<file path="config.mk">
export PLATFORM = sky130hd
export DESIGN_NAME = rxsq_monitor
export DESIGN_NICKNAME = d
export VERILOG_FILES = /design/src/rxsq_pkg.sv /design/src/rxsq_monitor.sv
export SDC_FILE = /design/constraint.sdc
export NUM_CORES = 1
export LEC_CHECK = 0
export ABC_CLOCK_PERIOD_IN_PS = 5400
export BUFFER_PORTS_ARGS = -buffer_cell sky130_fd_sc_hd__buf_2
export CORE_ASPECT_RATIO = 1.1
export CORE_MARGIN = 2
export CORE_UTILIZATION = 50
export DETAILED_ROUTE_END_ITERATION = 8
export PLACE_DENSITY_LB_ADDON = 0.25
export SLEW_MARGIN = 25
export SYNTH_ARGS = -nofsm -noshare
export SYNTH_HDL_FRONTEND = slang
export SYNTH_SLANG_ARGS = --single-unit
</file>
<file path="constraint.sdc">
create_clock -name I_MCLK -period 5.4 [get_ports I_MCLK]
set_clock_uncertainty 0.1 [all_clocks]
set_input_delay 0.54 -clock I_MCLK [delete_from_list [all_inputs] [get_ports I_MCLK]]
set_output_delay 0.54 -clock I_MCLK [all_outputs]
set_load 0.03 [all_outputs]
</file>
<file path="src/rxsq_pkg.sv">
// Constants for the receive signal-quality monitor.
// Assumes a 100 MHz clock and an APB master that keeps the standard protocol.
package rxsq_pkg;
    // Register byte offsets
    localparam logic [7:0] RXSQ_CONFIG_OFF = 8'h00;
    localparam logic [7:0] RXSQ_JUMP_OFF = 8'h04;
    localparam logic [7:0] RXSQ_OFFSET_OFF = 8'h08;
    localparam logic [7:0] RXSQ_THRESH_OFF = 8'h0C;
    localparam logic [7:0] RXSQ_FAST_SEL_OFF = 8'h10;
    localparam logic [7:0] RXSQ_CTRL_OFF = 8'h14;
    localparam logic [7:0] RXSQ_STATUS_OFF = 8'h18;
    localparam logic [7:0] RXSQ_FAST_OFF = 8'h1C;
    localparam logic [7:0] RXSQ_QUERY_OFF = 8'h20;
    localparam logic [7:0] RXSQ_MODEM_OFF = 8'h24;
    // Field positions of the strength config
    localparam int RXSQ_CFG_SRC_LSB = 0;
    localparam int RXSQ_CFG_AVG_BIT = 2;
    localparam int RXSQ_CFG_CNT_LSB = 8;
    // Field positions of the jump config
    localparam int RXSQ_JMP_EN_BIT = 0;
    localparam int RXSQ_JMP_RST_BIT = 1;
    localparam int RXSQ_JMP_LVL_LSB = 8;
    // Control and status bits
    localparam int RXSQ_CTL_CAL_BIT = 0;
    localparam int RXSQ_CTL_CLR_BIT = 1;
    localparam int RXSQ_ST_BUSY_BIT = 0;
    localparam int RXSQ_ST_JUMP_BIT = 1;
    localparam int RXSQ_ST_THL_BIT = 2;
    localparam int RXSQ_ST_THN_BIT = 3;
    localparam int RXSQ_ST_CTS_BIT = 4;
    localparam int RXSQ_ST_CALD_BIT = 5;
    // Latch sources
    localparam logic [1:0] RXSQ_SRC_PREAMBLE = 2'h0;
    localparam logic [1:0] RXSQ_SRC_SYNC = 2'h1;
    localparam logic [1:0] RXSQ_SRC_COUNT = 2'h2;
    // Reset values and latch count floors
    localparam logic [6:0] RXSQ_OFFSET_RST = 7'h32;
    localparam logic [7:0] RXSQ_CNT_MIN = 8'h04;
    localparam logic [7:0] RXSQ_CNT_AVG_MIN = 8'h07;
    localparam logic [31:0] RXSQ_CONFIG_RST = 32'h0000_0402;
    localparam logic [31:0] RXSQ_JUMP_RST = 32'h0000_0C00;
    localparam logic [7:0] RXSQ_THRESH_RST = 8'hFF;
    // Timing
    localparam int RXSQ_CLK_MHZ = 100;
    localparam int RXSQ_AGC_US = 2;
    localparam int RXSQ_AGC_CYC = RXSQ_AGC_US * RXSQ_CLK_MHZ;
    localparam int RXSQ_CTS_US = 33;
    localparam int RXSQ_CTS_CYC = RXSQ_CTS_US * RXSQ_CLK_MHZ;
    localparam int RXSQ_CAL_FIRST_MS = 250;
    localparam int RXSQ_CAL_FIRST_CYC = RXSQ_CAL_FIRST_MS * RXSQ_CLK_MHZ * 1000;
    localparam int RXSQ_CAL_RE_MS = 100;
    localparam int RXSQ_CAL_RE_CYC = RXSQ_CAL_RE_MS * RXSQ_CLK_MHZ * 1000;
    // Calibration states
    typedef enum logic [1:0] {
        RXSQ_CAL_IDLE = 2'b01,
        RXSQ_CAL_RUN = 2'b10
    } rxsq_cal_t;
endpackage : rxsq_pkg
</file>
<file path="src/rxsq_monitor.sv">
// Receive signal strength monitor with latching, averaging, offset,
// jump and threshold detection, fast status word, query and image cal.
// Assumes strength samples and the bit strobe come from the same clock.
//
// Design decisions made here: the register addresses and the APB register port.
`timescale 1ns/1ps
module rxsq_monitor #(
    parameter int CAL_FIRST_CYC = rxsq_pkg::RXSQ_CAL_FIRST_CYC,
    parameter int CAL_RE_CYC = rxsq_pkg::RXSQ_CAL_RE_CYC
) (
    input wire logic I_MCLK,
    input wire logic I_RST_N,
    input wire logic [31:0] I_PADDR,
    input wire logic I_PSEL,
    input wire logic I_PENABLE,
    input wire logic I_PWRITE,
    input wire logic [31:0] I_PWDATA,
    output logic [31:0] O_PRDATA,
    output logic O_PREADY,
    output logic O_PSLVERR,
    input wire logic I_RX_ACTIVE,
    input wire logic I_BIT_STB,
    input wire logic [7:0] I_STRENGTH,
    input wire logic I_PREAMBLE_DET,
    input wire logic I_SYNC_DET,
    input wire logic I_PACKET_BUSY,
    output logic O_JUMP_EVT,
    output logic O_RX_RESTART,
    output logic O_THRESH_LATCHED,
    output logic O_THRESH_LEVEL,
    output logic O_CAL_RUN
);
    import rxsq_pkg::*;

    logic [31:0] config_q;
    logic [31:0] jump_q;
    logic [6:0] offset_q;
    logic [7:0] thresh_q;
    logic [1:0] fast_sel_q;
    logic rx_q;
    logic rx_start;
    logic [7:0] bits_q;
    logic [1:0] avg_n_q;
    logic [9:0] avg_acc_q;
    logic [7:0] cur_q;
    logic [7:0] latched_q;
    logic latch_done_q;
    logic [7:0] prev_q;
    logic prev_ok_q;
    logic jump_st_q;
    logic thl_q;
    logic [7:0] q_cur_q;
    logic [7:0] q_lat_q;
    logic [12:0] cts_cnt_q;
    logic cts_q;
    rxsq_cal_t cal_q;
    logic cal_done_q;
    logic first_cal_q;
    logic [27:0] cal_cnt_q;
    logic wr_en;
    logic rd_en;
    logic mapped;
    logic [7:0] off_adj;
    logic [7:0] latch_min;
    logic latch_evt;
    logic jump_hit;
    logic [7:0] jump_diff;
    logic [8:0] comp_sum;
    logic [7:0] comp_val;
    logic [9:0] avg_sum;

    // APB strobes; every access completes in its first access cycle
    // Unmapped writes are refused, so an alias of a low byte never lands
    assign wr_en = I_PSEL && I_PENABLE && I_PWRITE && mapped;
    assign rd_en = I_PSEL && I_PENABLE && !I_PWRITE;
    assign O_PREADY = 1'b1;
    assign mapped = (I_PADDR[31:8] == 24'h00_0000) && (I_PADDR[1:0] == 2'h0)
        && (I_PADDR[7:0] <= RXSQ_MODEM_OFF);
    assign O_PSLVERR = I_PSEL && I_PENABLE && !mapped;

    // Software-written configuration
    always_ff @(posedge I_MCLK) begin
        if (!I_RST_N) begin
            config_q <= RXSQ_CONFIG_RST;
            jump_q <= RXSQ_JUMP_RST;
            offset_q <= RXSQ_OFFSET_RST;
            thresh_q <= RXSQ_THRESH_RST;
            fast_sel_q <= 2'h0;
        end else if (wr_en) begin
            unique case (I_PADDR[7:0])
                RXSQ_CONFIG_OFF: config_q <= I_PWDATA;
                RXSQ_JUMP_OFF: jump_q <= I_PWDATA;
                RXSQ_OFFSET_OFF: offset_q <= I_PWDATA[6:0];
                RXSQ_THRESH_OFF: thresh_q <= I_PWDATA[7:0];
                RXSQ_FAST_SEL_OFF: fast_sel_q <= I_PWDATA[1:0];
                default: ;
            endcase
        end
    end

    // Receive entry edge and bit counter since entry
    assign rx_start = I_RX_ACTIVE && !rx_q;
    always_ff @(posedge I_MCLK) begin
        if (!I_RST_N) begin
            rx_q <= 1'b0;
            bits_q <= 8'h00;
        end else begin
            rx_q <= I_RX_ACTIVE;
            if (rx_start) begin
                bits_q <= 8'h00;
            end else if (I_BIT_STB && bits_q != 8'hFF) begin
                bits_q <= bits_q + 8'h01;
            end
        end
    end

    // Offset in 1 dB steps is two half-dB codes per step; clamp at ends
    assign off_adj = {offset_q, 1'b0};
    assign comp_sum = {1'b0, I_STRENGTH} + {1'b0, off_adj};
    // Clamped code; the mean adds clamped codes, so its sum never wraps
    assign comp_val = comp_sum < 9'h064 ? 8'h00
        : (comp_sum - 9'h064 > 9'h0FF ? 8'hFF : 8'(comp_sum - 9'h064));
    assign avg_sum = avg_acc_q + {2'b00, comp_val};
    // Strength per bit or four-bit mean; samples follow the channel filter
    always_ff @(posedge I_MCLK) begin
        if (!I_RST_N) begin
            cur_q <= 8'h00;
            avg_n_q <= 2'h0;
            avg_acc_q <= 10'h000;
        end else if (I_BIT_STB) begin
            if (!config_q[RXSQ_CFG_AVG_BIT]) begin
                cur_q <= comp_val;
            end else begin
                avg_n_q <= avg_n_q + 2'h1;
                if (avg_n_q == 2'h3) begin
                    cur_q <= avg_sum[9:2];
                    avg_acc_q <= 10'h000;
                end else begin
                    avg_acc_q <= avg_sum;
                end
            end
        end
    end

    // Latch point: count floor of four, or seven when averaging
    assign latch_min = config_q[RXSQ_CFG_AVG_BIT] ? RXSQ_CNT_AVG_MIN
        : RXSQ_CNT_MIN;
    always_comb begin
        latch_evt = 1'b0;
        unique case (config_q[1:0])
            RXSQ_SRC_PREAMBLE: latch_evt = I_PREAMBLE_DET;
            RXSQ_SRC_SYNC: latch_evt = I_SYNC_DET;
            default: latch_evt = I_BIT_STB;
        endcase
        if (bits_q < latch_min
            || bits_q < config_q[RXSQ_CFG_CNT_LSB +: 8]) begin
            latch_evt = latch_evt && (config_q[1:0] != RXSQ_SRC_COUNT)
                && !config_q[RXSQ_CFG_AVG_BIT];
        end
    end

    // Captured once per packet, cleared on receive entry
    always_ff @(posedge I_MCLK) begin
        if (!I_RST_N) begin
            latched_q <= 8'h00;
            latch_done_q <= 1'b0;
        end else if (rx_start) begin
            latched_q <= 8'h00;
            latch_done_q <= 1'b0;
        end else if (I_RX_ACTIVE && latch_evt && !latch_done_q) begin
            latched_q <= cur_q;
            latch_done_q <= 1'b1;
        end
    end

    // Jump detection between successive updates inside a packet
    assign jump_diff = cur_q > prev_q ? cur_q - prev_q : prev_q - cur_q;
    assign jump_hit = jump_q[RXSQ_JMP_EN_BIT] && I_PACKET_BUSY && prev_ok_q
        && jump_diff > jump_q[RXSQ_JMP_LVL_LSB +: 8];
    always_ff @(posedge I_MCLK) begin
        if (!I_RST_N) begin
            prev_q <= 8'h00;
            prev_ok_q <= 1'b0;
            O_JUMP_EVT <= 1'b0;
            O_RX_RESTART <= 1'b0;
        end else begin
            prev_q <= cur_q;
            prev_ok_q <= I_PACKET_BUSY && !jump_hit;
            O_JUMP_EVT <= jump_hit;
            O_RX_RESTART <= jump_hit && jump_q[RXSQ_JMP_RST_BIT];
        end
    end

    // Sticky status bits; a new event wins over a software clear
    always_ff @(posedge I_MCLK) begin
        if (!I_RST_N) begin
            jump_st_q <= 1'b0;
            thl_q <= 1'b0;
        end else begin
            if (jump_hit) begin
                jump_st_q <= 1'b1;
            end else if (wr_en && I_PADDR[7:0] == RXSQ_CTRL_OFF
                && I_PWDATA[RXSQ_CTL_CLR_BIT]) begin
                jump_st_q <= 1'b0;
            end
            if (cur_q > thresh_q) begin
                thl_q <= 1'b1;
            end else if (rx_start || (wr_en && I_PADDR[7:0] == RXSQ_CTRL_OFF
                && I_PWDATA[RXSQ_CTL_CLR_BIT])) begin
                thl_q <= 1'b0;
            end
        end
    end
    assign O_THRESH_LEVEL = cur_q > thresh_q;
    assign O_THRESH_LATCHED = thl_q;

    // Status query snapshots both values; ready flag after the delay
    always_ff @(posedge I_MCLK) begin
        if (!I_RST_N) begin
            q_cur_q <= 8'h00;
            q_lat_q <= 8'h00;
            cts_cnt_q <= 13'h0000;
            cts_q <= 1'b1;
        end else if (wr_en && I_PADDR[7:0] == RXSQ_QUERY_OFF) begin
            q_cur_q <= cur_q;
            q_lat_q <= latched_q;
            cts_cnt_q <= 13'(RXSQ_CTS_CYC - 1);
            cts_q <= 1'b0;
        end else if (!cts_q) begin
            if (cts_cnt_q == 13'h0000) begin
                cts_q <= 1'b1;
            end else begin
                cts_cnt_q <= cts_cnt_q - 13'h0001;
            end
        end
    end

    // Image calibration sequencer; longer first run
    always_ff @(posedge I_MCLK) begin
        if (!I_RST_N) begin
            cal_q <= RXSQ_CAL_IDLE;
            cal_cnt_q <= 28'h000_0000;
            cal_done_q <= 1'b0;
            first_cal_q <= 1'b1;
        end else begin
            unique case (cal_q)
                RXSQ_CAL_IDLE: begin
                    if (wr_en && I_PADDR[7:0] == RXSQ_CTRL_OFF
                        && I_PWDATA[RXSQ_CTL_CAL_BIT]) begin
                        cal_q <= RXSQ_CAL_RUN;
                        cal_cnt_q <= first_cal_q ? 28'(CAL_FIRST_CYC - 1)
                            : 28'(CAL_RE_CYC - 1);
                    end
                end
                RXSQ_CAL_RUN: begin
                    if (cal_cnt_q == 28'h000_0000) begin
                        cal_q <= RXSQ_CAL_IDLE;
                        cal_done_q <= 1'b1;
                        first_cal_q <= 1'b0;
                    end else begin
                        cal_cnt_q <= cal_cnt_q - 28'h000_0001;
                    end
                end
            endcase
        end
    end
    assign O_CAL_RUN = (cal_q == RXSQ_CAL_RUN);

    // Read mux; the fast word answers at once with no ready wait
    always_comb begin
        O_PRDATA = 32'h0000_0000;
        if (rd_en && mapped) begin
            unique case (I_PADDR[7:0])
                RXSQ_CONFIG_OFF: O_PRDATA = config_q;
                RXSQ_JUMP_OFF: O_PRDATA = jump_q;
                RXSQ_OFFSET_OFF: O_PRDATA = {25'h000_0000, offset_q};
                RXSQ_THRESH_OFF: O_PRDATA = {24'h00_0000, thresh_q};
                RXSQ_FAST_SEL_OFF: O_PRDATA = {30'h0000_0000, fast_sel_q};
                RXSQ_STATUS_OFF: O_PRDATA = {26'h000_0000, cal_done_q,
                    cts_q, O_THRESH_LEVEL, thl_q, jump_st_q, O_CAL_RUN};
                RXSQ_FAST_OFF: O_PRDATA = {24'h00_0000,
                    latched_q} << {fast_sel_q, 3'b000};
                RXSQ_QUERY_OFF: O_PRDATA = cts_q
                    ? {16'h0000, q_lat_q, q_cur_q} : 32'h0000_0000;
                RXSQ_MODEM_OFF: O_PRDATA = 32'h0000_0000;
                default: O_PRDATA = 32'h0000_0000;
            endcase
        end
    end

    // Latched value is zero in the cycle after receive entry
    clear_hold_a: assert property (@(posedge I_MCLK) disable iff (!I_RST_N)
        rx_start |=> latched_q == 8'h00) else $error("latch not cleared");
    jump_gated_a: assert property (@(posedge I_MCLK) disable iff (!I_RST_N)
        O_JUMP_EVT |-> $past(jump_q[RXSQ_JMP_EN_BIT]))
        else $error("jump while disabled");
    restart_cause_a: assert property (@(posedge I_MCLK) disable iff (!I_RST_N)
        O_RX_RESTART |-> O_JUMP_EVT) else $error("restart without jump");
    cts_delay_a: assert property (@(posedge I_MCLK) disable iff (!I_RST_N)
        $fell(cts_q) |-> !cts_q [*8]) else $error("ready too soon");
    thresh_sticky_a: assert property (@(posedge I_MCLK) disable iff (!I_RST_N)
        O_THRESH_LEVEL |=> thl_q) else $error("threshold not latched");
    latch_once_a: assert property (@(posedge I_MCLK) disable iff (!I_RST_N)
        latch_done_q && !rx_start |=> $stable(latched_q))
        else $error("second latch");
    avg_floor_a: assert property (@(posedge I_MCLK) disable iff (!I_RST_N)
        $rose(latch_done_q) && config_q[RXSQ_CFG_AVG_BIT]
        && config_q[1:0] == RXSQ_SRC_COUNT |-> $past(bits_q) >= 8'h07)
        else $error("latched before seven bits");
    cal_busy_a: assert property (@(posedge I_MCLK) disable iff (!I_RST_N)
        $rose(O_CAL_RUN) |-> O_CAL_RUN [*8]) else $error("cal too short");
endmodule : rxsq_monitor

</file>
# ---- After elaboration in Yosys (flattened, before gate mapping)
# Index checks and enable logic that the tools add are counted.
dict set report word_totals {
  reg_bits 194
  output_inout_bits 39
  word_cells 150
}
dict set report classes {
  n_addsub 9
  magnitude_cmp 8
  eq_ne 20
  shift 1
  muxes 29
  bitwise 3
  reduce_logical 53
}
# operator n
set op_table {}
lappend op_table {{$pmux 32 s8} 1}
lappend op_table {{$mux 28} 2}
lappend op_table {{$pmux 28 s2} 1}
lappend op_table {{$mux 8} 5}
lappend op_table {{$mux 12} 3}
lappend op_table {{$eq 8x5->1 const B} 4}
lappend op_table {{$mux 32} 1}
lappend op_table {{$shl 8x5->32} 1}
lappend op_table {{$logic_not 28->1} 1}
lappend op_table {{$sub 28x1->28 const B} 1}
lappend op_table {{$mux 25} 1}
lappend op_table {{$gt 8x8->1} 3}
lappend op_table {{$logic_not 24->1} 1}
lappend op_table {{$reduce_and 2->1} 12}
lappend op_table {{$logic_and 1x1->1} 23}
lappend op_table {{$eq 8x4->1 const B} 2}
lappend op_table {{$mux 16} 1}
lappend op_table {{$sub 8x8->8} 2}
lappend op_table {{$logic_not 13->1} 1}
lappend op_table {{$sub 13x1->13 const B} 1}
lappend op_table {{$add 10x8->10} 1}
lappend op_table {{$mux 10} 1}
lappend op_table {{$add 8x8->9} 1}
lappend op_table {{$gt 9x8->1 const B} 1}
lappend op_table {{25 further kinds} 52}

# ---- Longest topological paths before layout
dict set report logic_depth {
  word_depth 9
  ltp_mapped 20
}

# ---- Worst setup path before layout
# No wires, ideal clock.
dict set report synth_timing {
  path_kind {input port to flip-flop}
  startpoint {input I_STRENGTH[1]}
  endpoint {register cur_q[6]}
  setup_ns 0.114
  t_arrival_ns 4.300
  required_time_ns 5.186
  slack_ns 0.886
  cell_stages 18
  path_buffers 0
  cell_sequence {ha_1 -> inv_1 -> fa_1 -> nor2b_1 -> o22a_1 -> xor2_1 -> and3_1 -> o21ai_0 -> or2_2 -> o21a_1 -> fa_1 -> a21o_1 -> a21oi_1 -> o21ai_0 -> o41ai_1 -> xnor2_1 -> a22o_1 -> a21o_1}
}
dict set report synth_between {
  elab_chain_cells 8
  word_cells_on_any_way 9
  classes_between {add/sub (3); order compare (2); mux (4)}
}
# element line_no
set synth_rtl {}
lappend synth_rtl {{start, declared} rxsq_monitor.sv:23} ;# input wire logic [7:0] I_STRENGTH,
lappend synth_rtl {{$add 8x8->9 *} rxsq_monitor.sv:119} ;# assign comp_sum = {1'b0, I_STRENGTH} + {1'b0, off_adj};
lappend synth_rtl {{$sub 9x7->9} rxsq_monitor.sv:122} ;# : (comp_sum - 9'h064 > 9'h0FF ? 8'hFF : 8'(comp_sum - 9'h064));
lappend synth_rtl {{$gt 9x8->1} rxsq_monitor.sv:122}
lappend synth_rtl {{$mux 8} rxsq_monitor.sv:122}
lappend synth_rtl {{$mux 8 *} rxsq_monitor.sv:121} ;# assign comp_val = comp_sum < 9'h064 ? 8'h00
lappend synth_rtl {{$add 10x8->10} rxsq_monitor.sv:123} ;# assign avg_sum = avg_acc_q + {2'b00, comp_val};
lappend synth_rtl {{$mux 8} rxsq_monitor.sv:135} ;# if (avg_n_q == 2'h3) begin
lappend synth_rtl {{$mux 8 *} rxsq_monitor.sv:131} ;# if (!config_q[RXSQ_CFG_AVG_BIT]) begin
lappend synth_rtl {{end signal, assigned} rxsq_monitor.sv:132} ;# cur_q <= comp_val;
lappend synth_rtl {{end signal, assigned} rxsq_monitor.sv:136} ;# cur_q <= avg_sum[9:2];
lappend synth_rtl {{end, declared} rxsq_monitor.sv:45} ;# logic [7:0] cur_q;
# Mark *: on every way between the ends. The rest lies on a longest branch, timed or not. The select of a mux whose other input is x is not followed.
# A chain may end at the register's enable or synchronous reset.

# ---- Worst setup path in the final report
dict set report layout_timing {
  startpoint {register offset_q[0]}
  endpoint {register cur_q[6]}
}
dict set report layout_between {
  elab_chain_cells 8
  word_cells_on_any_way 9
  classes_between {add/sub (3); order compare (2); mux (4)}
}
# element line_no
set layout_rtl {}
lappend layout_rtl {{start, declared} rxsq_monitor.sv:37} ;# logic [6:0] offset_q;
lappend layout_rtl {{start signal, assigned} rxsq_monitor.sv:93} ;# RXSQ_OFFSET_OFF: offset_q <= I_PWDATA[6:0];
lappend layout_rtl {{$add 8x8->9 *} rxsq_monitor.sv:119}
lappend layout_rtl {{$sub 9x7->9} rxsq_monitor.sv:122}
lappend layout_rtl {{$gt 9x8->1} rxsq_monitor.sv:122}
lappend layout_rtl {{$mux 8} rxsq_monitor.sv:122}
lappend layout_rtl {{$mux 8 *} rxsq_monitor.sv:121}
lappend layout_rtl {{$add 10x8->10} rxsq_monitor.sv:123}
lappend layout_rtl {{$mux 8} rxsq_monitor.sv:135}
lappend layout_rtl {{$mux 8 *} rxsq_monitor.sv:131}
# Marks and branches as above.

==> metrics <==
outcome finished, final reports clean; vias per cell around 6; sw frac 0.274; Bufs and invs on worst path 1; Fmax between 200 and 250 MHz; worst hold stages 3; Pint ~2.3 mW; Area Overhead vs Synth 12.6%; drt total wl 33.2 mm; Die H ~160 um; core box area approximately 21000 um^2; sequential share of power 0.454; Reg clk slew, reported paths about 0.08 ns; nets@finish about 1.6k; Leakage 4.92 nW; setup tns final 0 ns; Hold Violations, Final 0; vias 10.8k; gr ovfl total 0; Post-Syn Area approximately 11000 um^2; post-synthesis sequential area ratio 0.353; CTS tree yes; relative slew slack 0.313; wire per inst 18.3 um; WP data arrival between 5 and 6 ns; met2 Use GR 0.442; first-pass GRT wire length 52.6 mm; crit path to cur_q[6]; worst reg2reg path depth 18; Psw around 0.88 mW; synth unique cells 80; clk root buf clkbuf_16; Clock Latency Late Sink 0.44 ns; Worst setup EP type register; met1 Usage GRT 0.360; Crit Path Class reg -> reg; Worst setup SP type register; met3 track demand over resource 0.0651; final slew viol count 0; DR pass1 iterations 8; Fillers approximately 2k; Max VDD drop a little over 0.2 mV; vias in the first global route 10.0k; min Tclk post-route 4.97 ns; chip width around 150 um; DP Cell Count 1774; largest delay contributor family on the critical path compound AO/OA/AOI/OAI gates; Tot GR Track Use 0.279; WP depth 18; final setup violation count 0; Post-CTS Resized 0; Num CTS Buffers 17; post-route ant nets 0; ranking of synthesized cells by area dfxtp_1 35%, nand2_1 8.6%, a21oi_1 7.5%; Hold Buf Count CTS 0; Combinational Power Share 0.147; Layout Cells excl Fill 1812; port bufs around 120; cell area after layout about 12000 um^2; Cells after Synth 1423; reg2reg end cur_q[6]; CP Data Required Time 5.64 ns; Synth Net Count about 1.6k; CP startpoint offset_q[0]; worst-path maximum fanout 7; critical path cell sequence ha_1 -> inv_1 -> fa_1 -> nor2b_1 -> o22a_1 -> xor2_1 -> and3_1 -> o21ai_0 -> or2_2 -> o21a_1 -> fa_1 -> a21o_1 -> a21oi_1 -> o21ai_0 -> o41ai_1 -> xnor2_1 -> a22o_1 -> a21o_1; pwr dens 259 nW/um^2; clock power share 0.399; synth warn 0; Post-synth top flop dfxtp_1; Reg2Reg Setup Slack about 0.43 ns; Residual DRC 0; Max Cap Viol 0; top-area cell type share of the netlist area 0.353; worst r2r src offset_q[0]; dpl hpwl about 24 mm; Synth async-reset ratio 0; critical path's largest stage delay between 0.4 and 0.5 ns; Mapped Avg Cell Area between 7 and 8 um^2; RSZ-0062 raised after global routing no; Core Util, Final 0.578; Hold WC Path Type in -> reg; maximum buffer depth of the clock tree 2; share of cells above drive strength 1 0.127; Worst Tran Pin Value between 1 and 1.5 ns; final worst-path cycle share 0.920; I/O Pins roughly 120; area leader, netlist dfxtp_1; placed inst area between 10000 and 15000 um^2; global route hottest layer met2; initial antenna violation count 8; #FFs+latches synth ~190; largest net degree at the start of global routing 71; post-CTS setup repair buffer count 0; DIE AREA about 23000 um^2; # rows between 50 and 60; GP Congestion slightly below 0.9; Starting Density 0.513; Critical-path top delay cell fa_1; Sink Count between 150 and 200; EDFF count, synth 0; htree depth 4; drt first-iter violations between 800 and 900
[cells in the final DEF (no fill, tap or decap), drive strengths merged, types with 20 or more instances in the layout]
master / Yosys / layout
nand2: 253 / 253
nand3: 36 / 36
nor2: 110 / 110
o21a: 25 / 25
dfxtp: 194 / 194
inv: 67 / 74
o21ai: 69 / 69
a22oi: 29 / 29
xnor2: 20 / 20
mux2i: 31 / 31
a21oi: 164 / 164
buf: 17 / 135
nor3: 48 / 48
ha: 59 / 59
[per-stage QoR]
stage                     hold slack, ns  power [mW]  worst slack (ns)
after CTS                          0.232        3.22             0.517
after global routing               0.236        3.34             0.133
after floorplan                    0.332        1.82             0.886
after detailed placement           0.347        1.96             0.310
after global placement             0.342        1.95             0.426
final                              0.248        3.21             0.431
[kinds of logic (layout without fill, tap and decap cells)]
family          after synthesis  in the layout  share of synthesized area
compound gates              406            406                      0.234
xor+xnor                     32             32                     0.0255
fa+ha+maj                    64             64                     0.0753
buf+inv                     141            235                     0.0524
flops                       194            194                      0.353
mux                          35             35                     0.0323
other cells                   1              6                   0.000341
simple gates                550            550                      0.227
[cell type report]
type | instances | area [um^2] | area share
inverter | 68 | 258 | 0.0208
multi-input combinational | 1088 | 6580 | 0.531
timing repair buffer | 135 | 719 | 0.0581
sequential | 194 | 3880 | 0.313
antenna | 5 | 12.5 | 0.00101
clock buffer | 18 | 429 | 0.0346
tap | 290 | 363 | 0.0293
clock inverter | 14 | 150 | 0.0121
[routing by layer]
metal | routed length, um | up-vias | part of all wire
met1 | 14100 | 5054 | 0.42
met4 | 1460 | 4 | 0.044
met3 | 2460 | 74 | 0.074
met5 | 24 | - | 0.00072
li1 | - | 5250 | -
met2 | 15200 | 439 | 0.46
[worst min path at each step]
stage | from | end
after floorplan | cts_cnt_q[12] | cts_cnt_q[12]
after global placement | config_q[24] | config_q[24]
after detailed placement | config_q[29] | config_q[29]
after CTS | I_PWDATA[16] | config_q[16]
after global routing | I_PWDATA[16] | jump_q[16]
final | I_PWDATA[29] | config_q[29]
[flip-flops by register name (all words and copies together), names as in the netlist, 2 cells and up]
register,cells
cal_cnt_q,28
thresh_q,8
avg_n_q,2
q_lat_q,8
latched_q,8
cal_q,2
avg_acc_q,10
config_q,32
jump_q,32
prev_q,8
cts_cnt_q,13
offset_q,7
bits_q,8
fast_sel_q,2
cur_q,8
q_cur_q,8
[power by group through the flow]
stage / combinational [mW] / clock (mW) / sequential (mW)
6_report: 0.473 / 1.28 / 1.46
5_1_grt: 0.526 / 1.36 / 1.46
4_1_cts: 0.471 / 1.29 / 1.46
3_5_place_dp: 0.468 / 0 / 1.49
3_3_place_gp: 0.461 / 0 / 1.49
2_1_floorplan: 0.340 / 0 / 1.48
[cell usage after synthesis, drive strengths merged (10+ instances only)]
cell,count
a22oi,29
o21a,25
a211oi,16
a21oi,164
xnor2,20
or3,11
buf,17
nand4,10
mux2i,31
dfxtp,194
nand3,36
xor2,12
nor4,19
and2,12
inv,67
nor2,110
and3,15
clkbuf,56
ha,59
nor3,48
a31oi,12
a222oi,11
nand2,253
o21ai,69
a21o,12
[worst min-delay path, stage by stage]
cell and delay (ns):
buf_2 0.10, nand2_1 0.05, a21oi_1 0.05
Power figures use the tool's default switching activity.
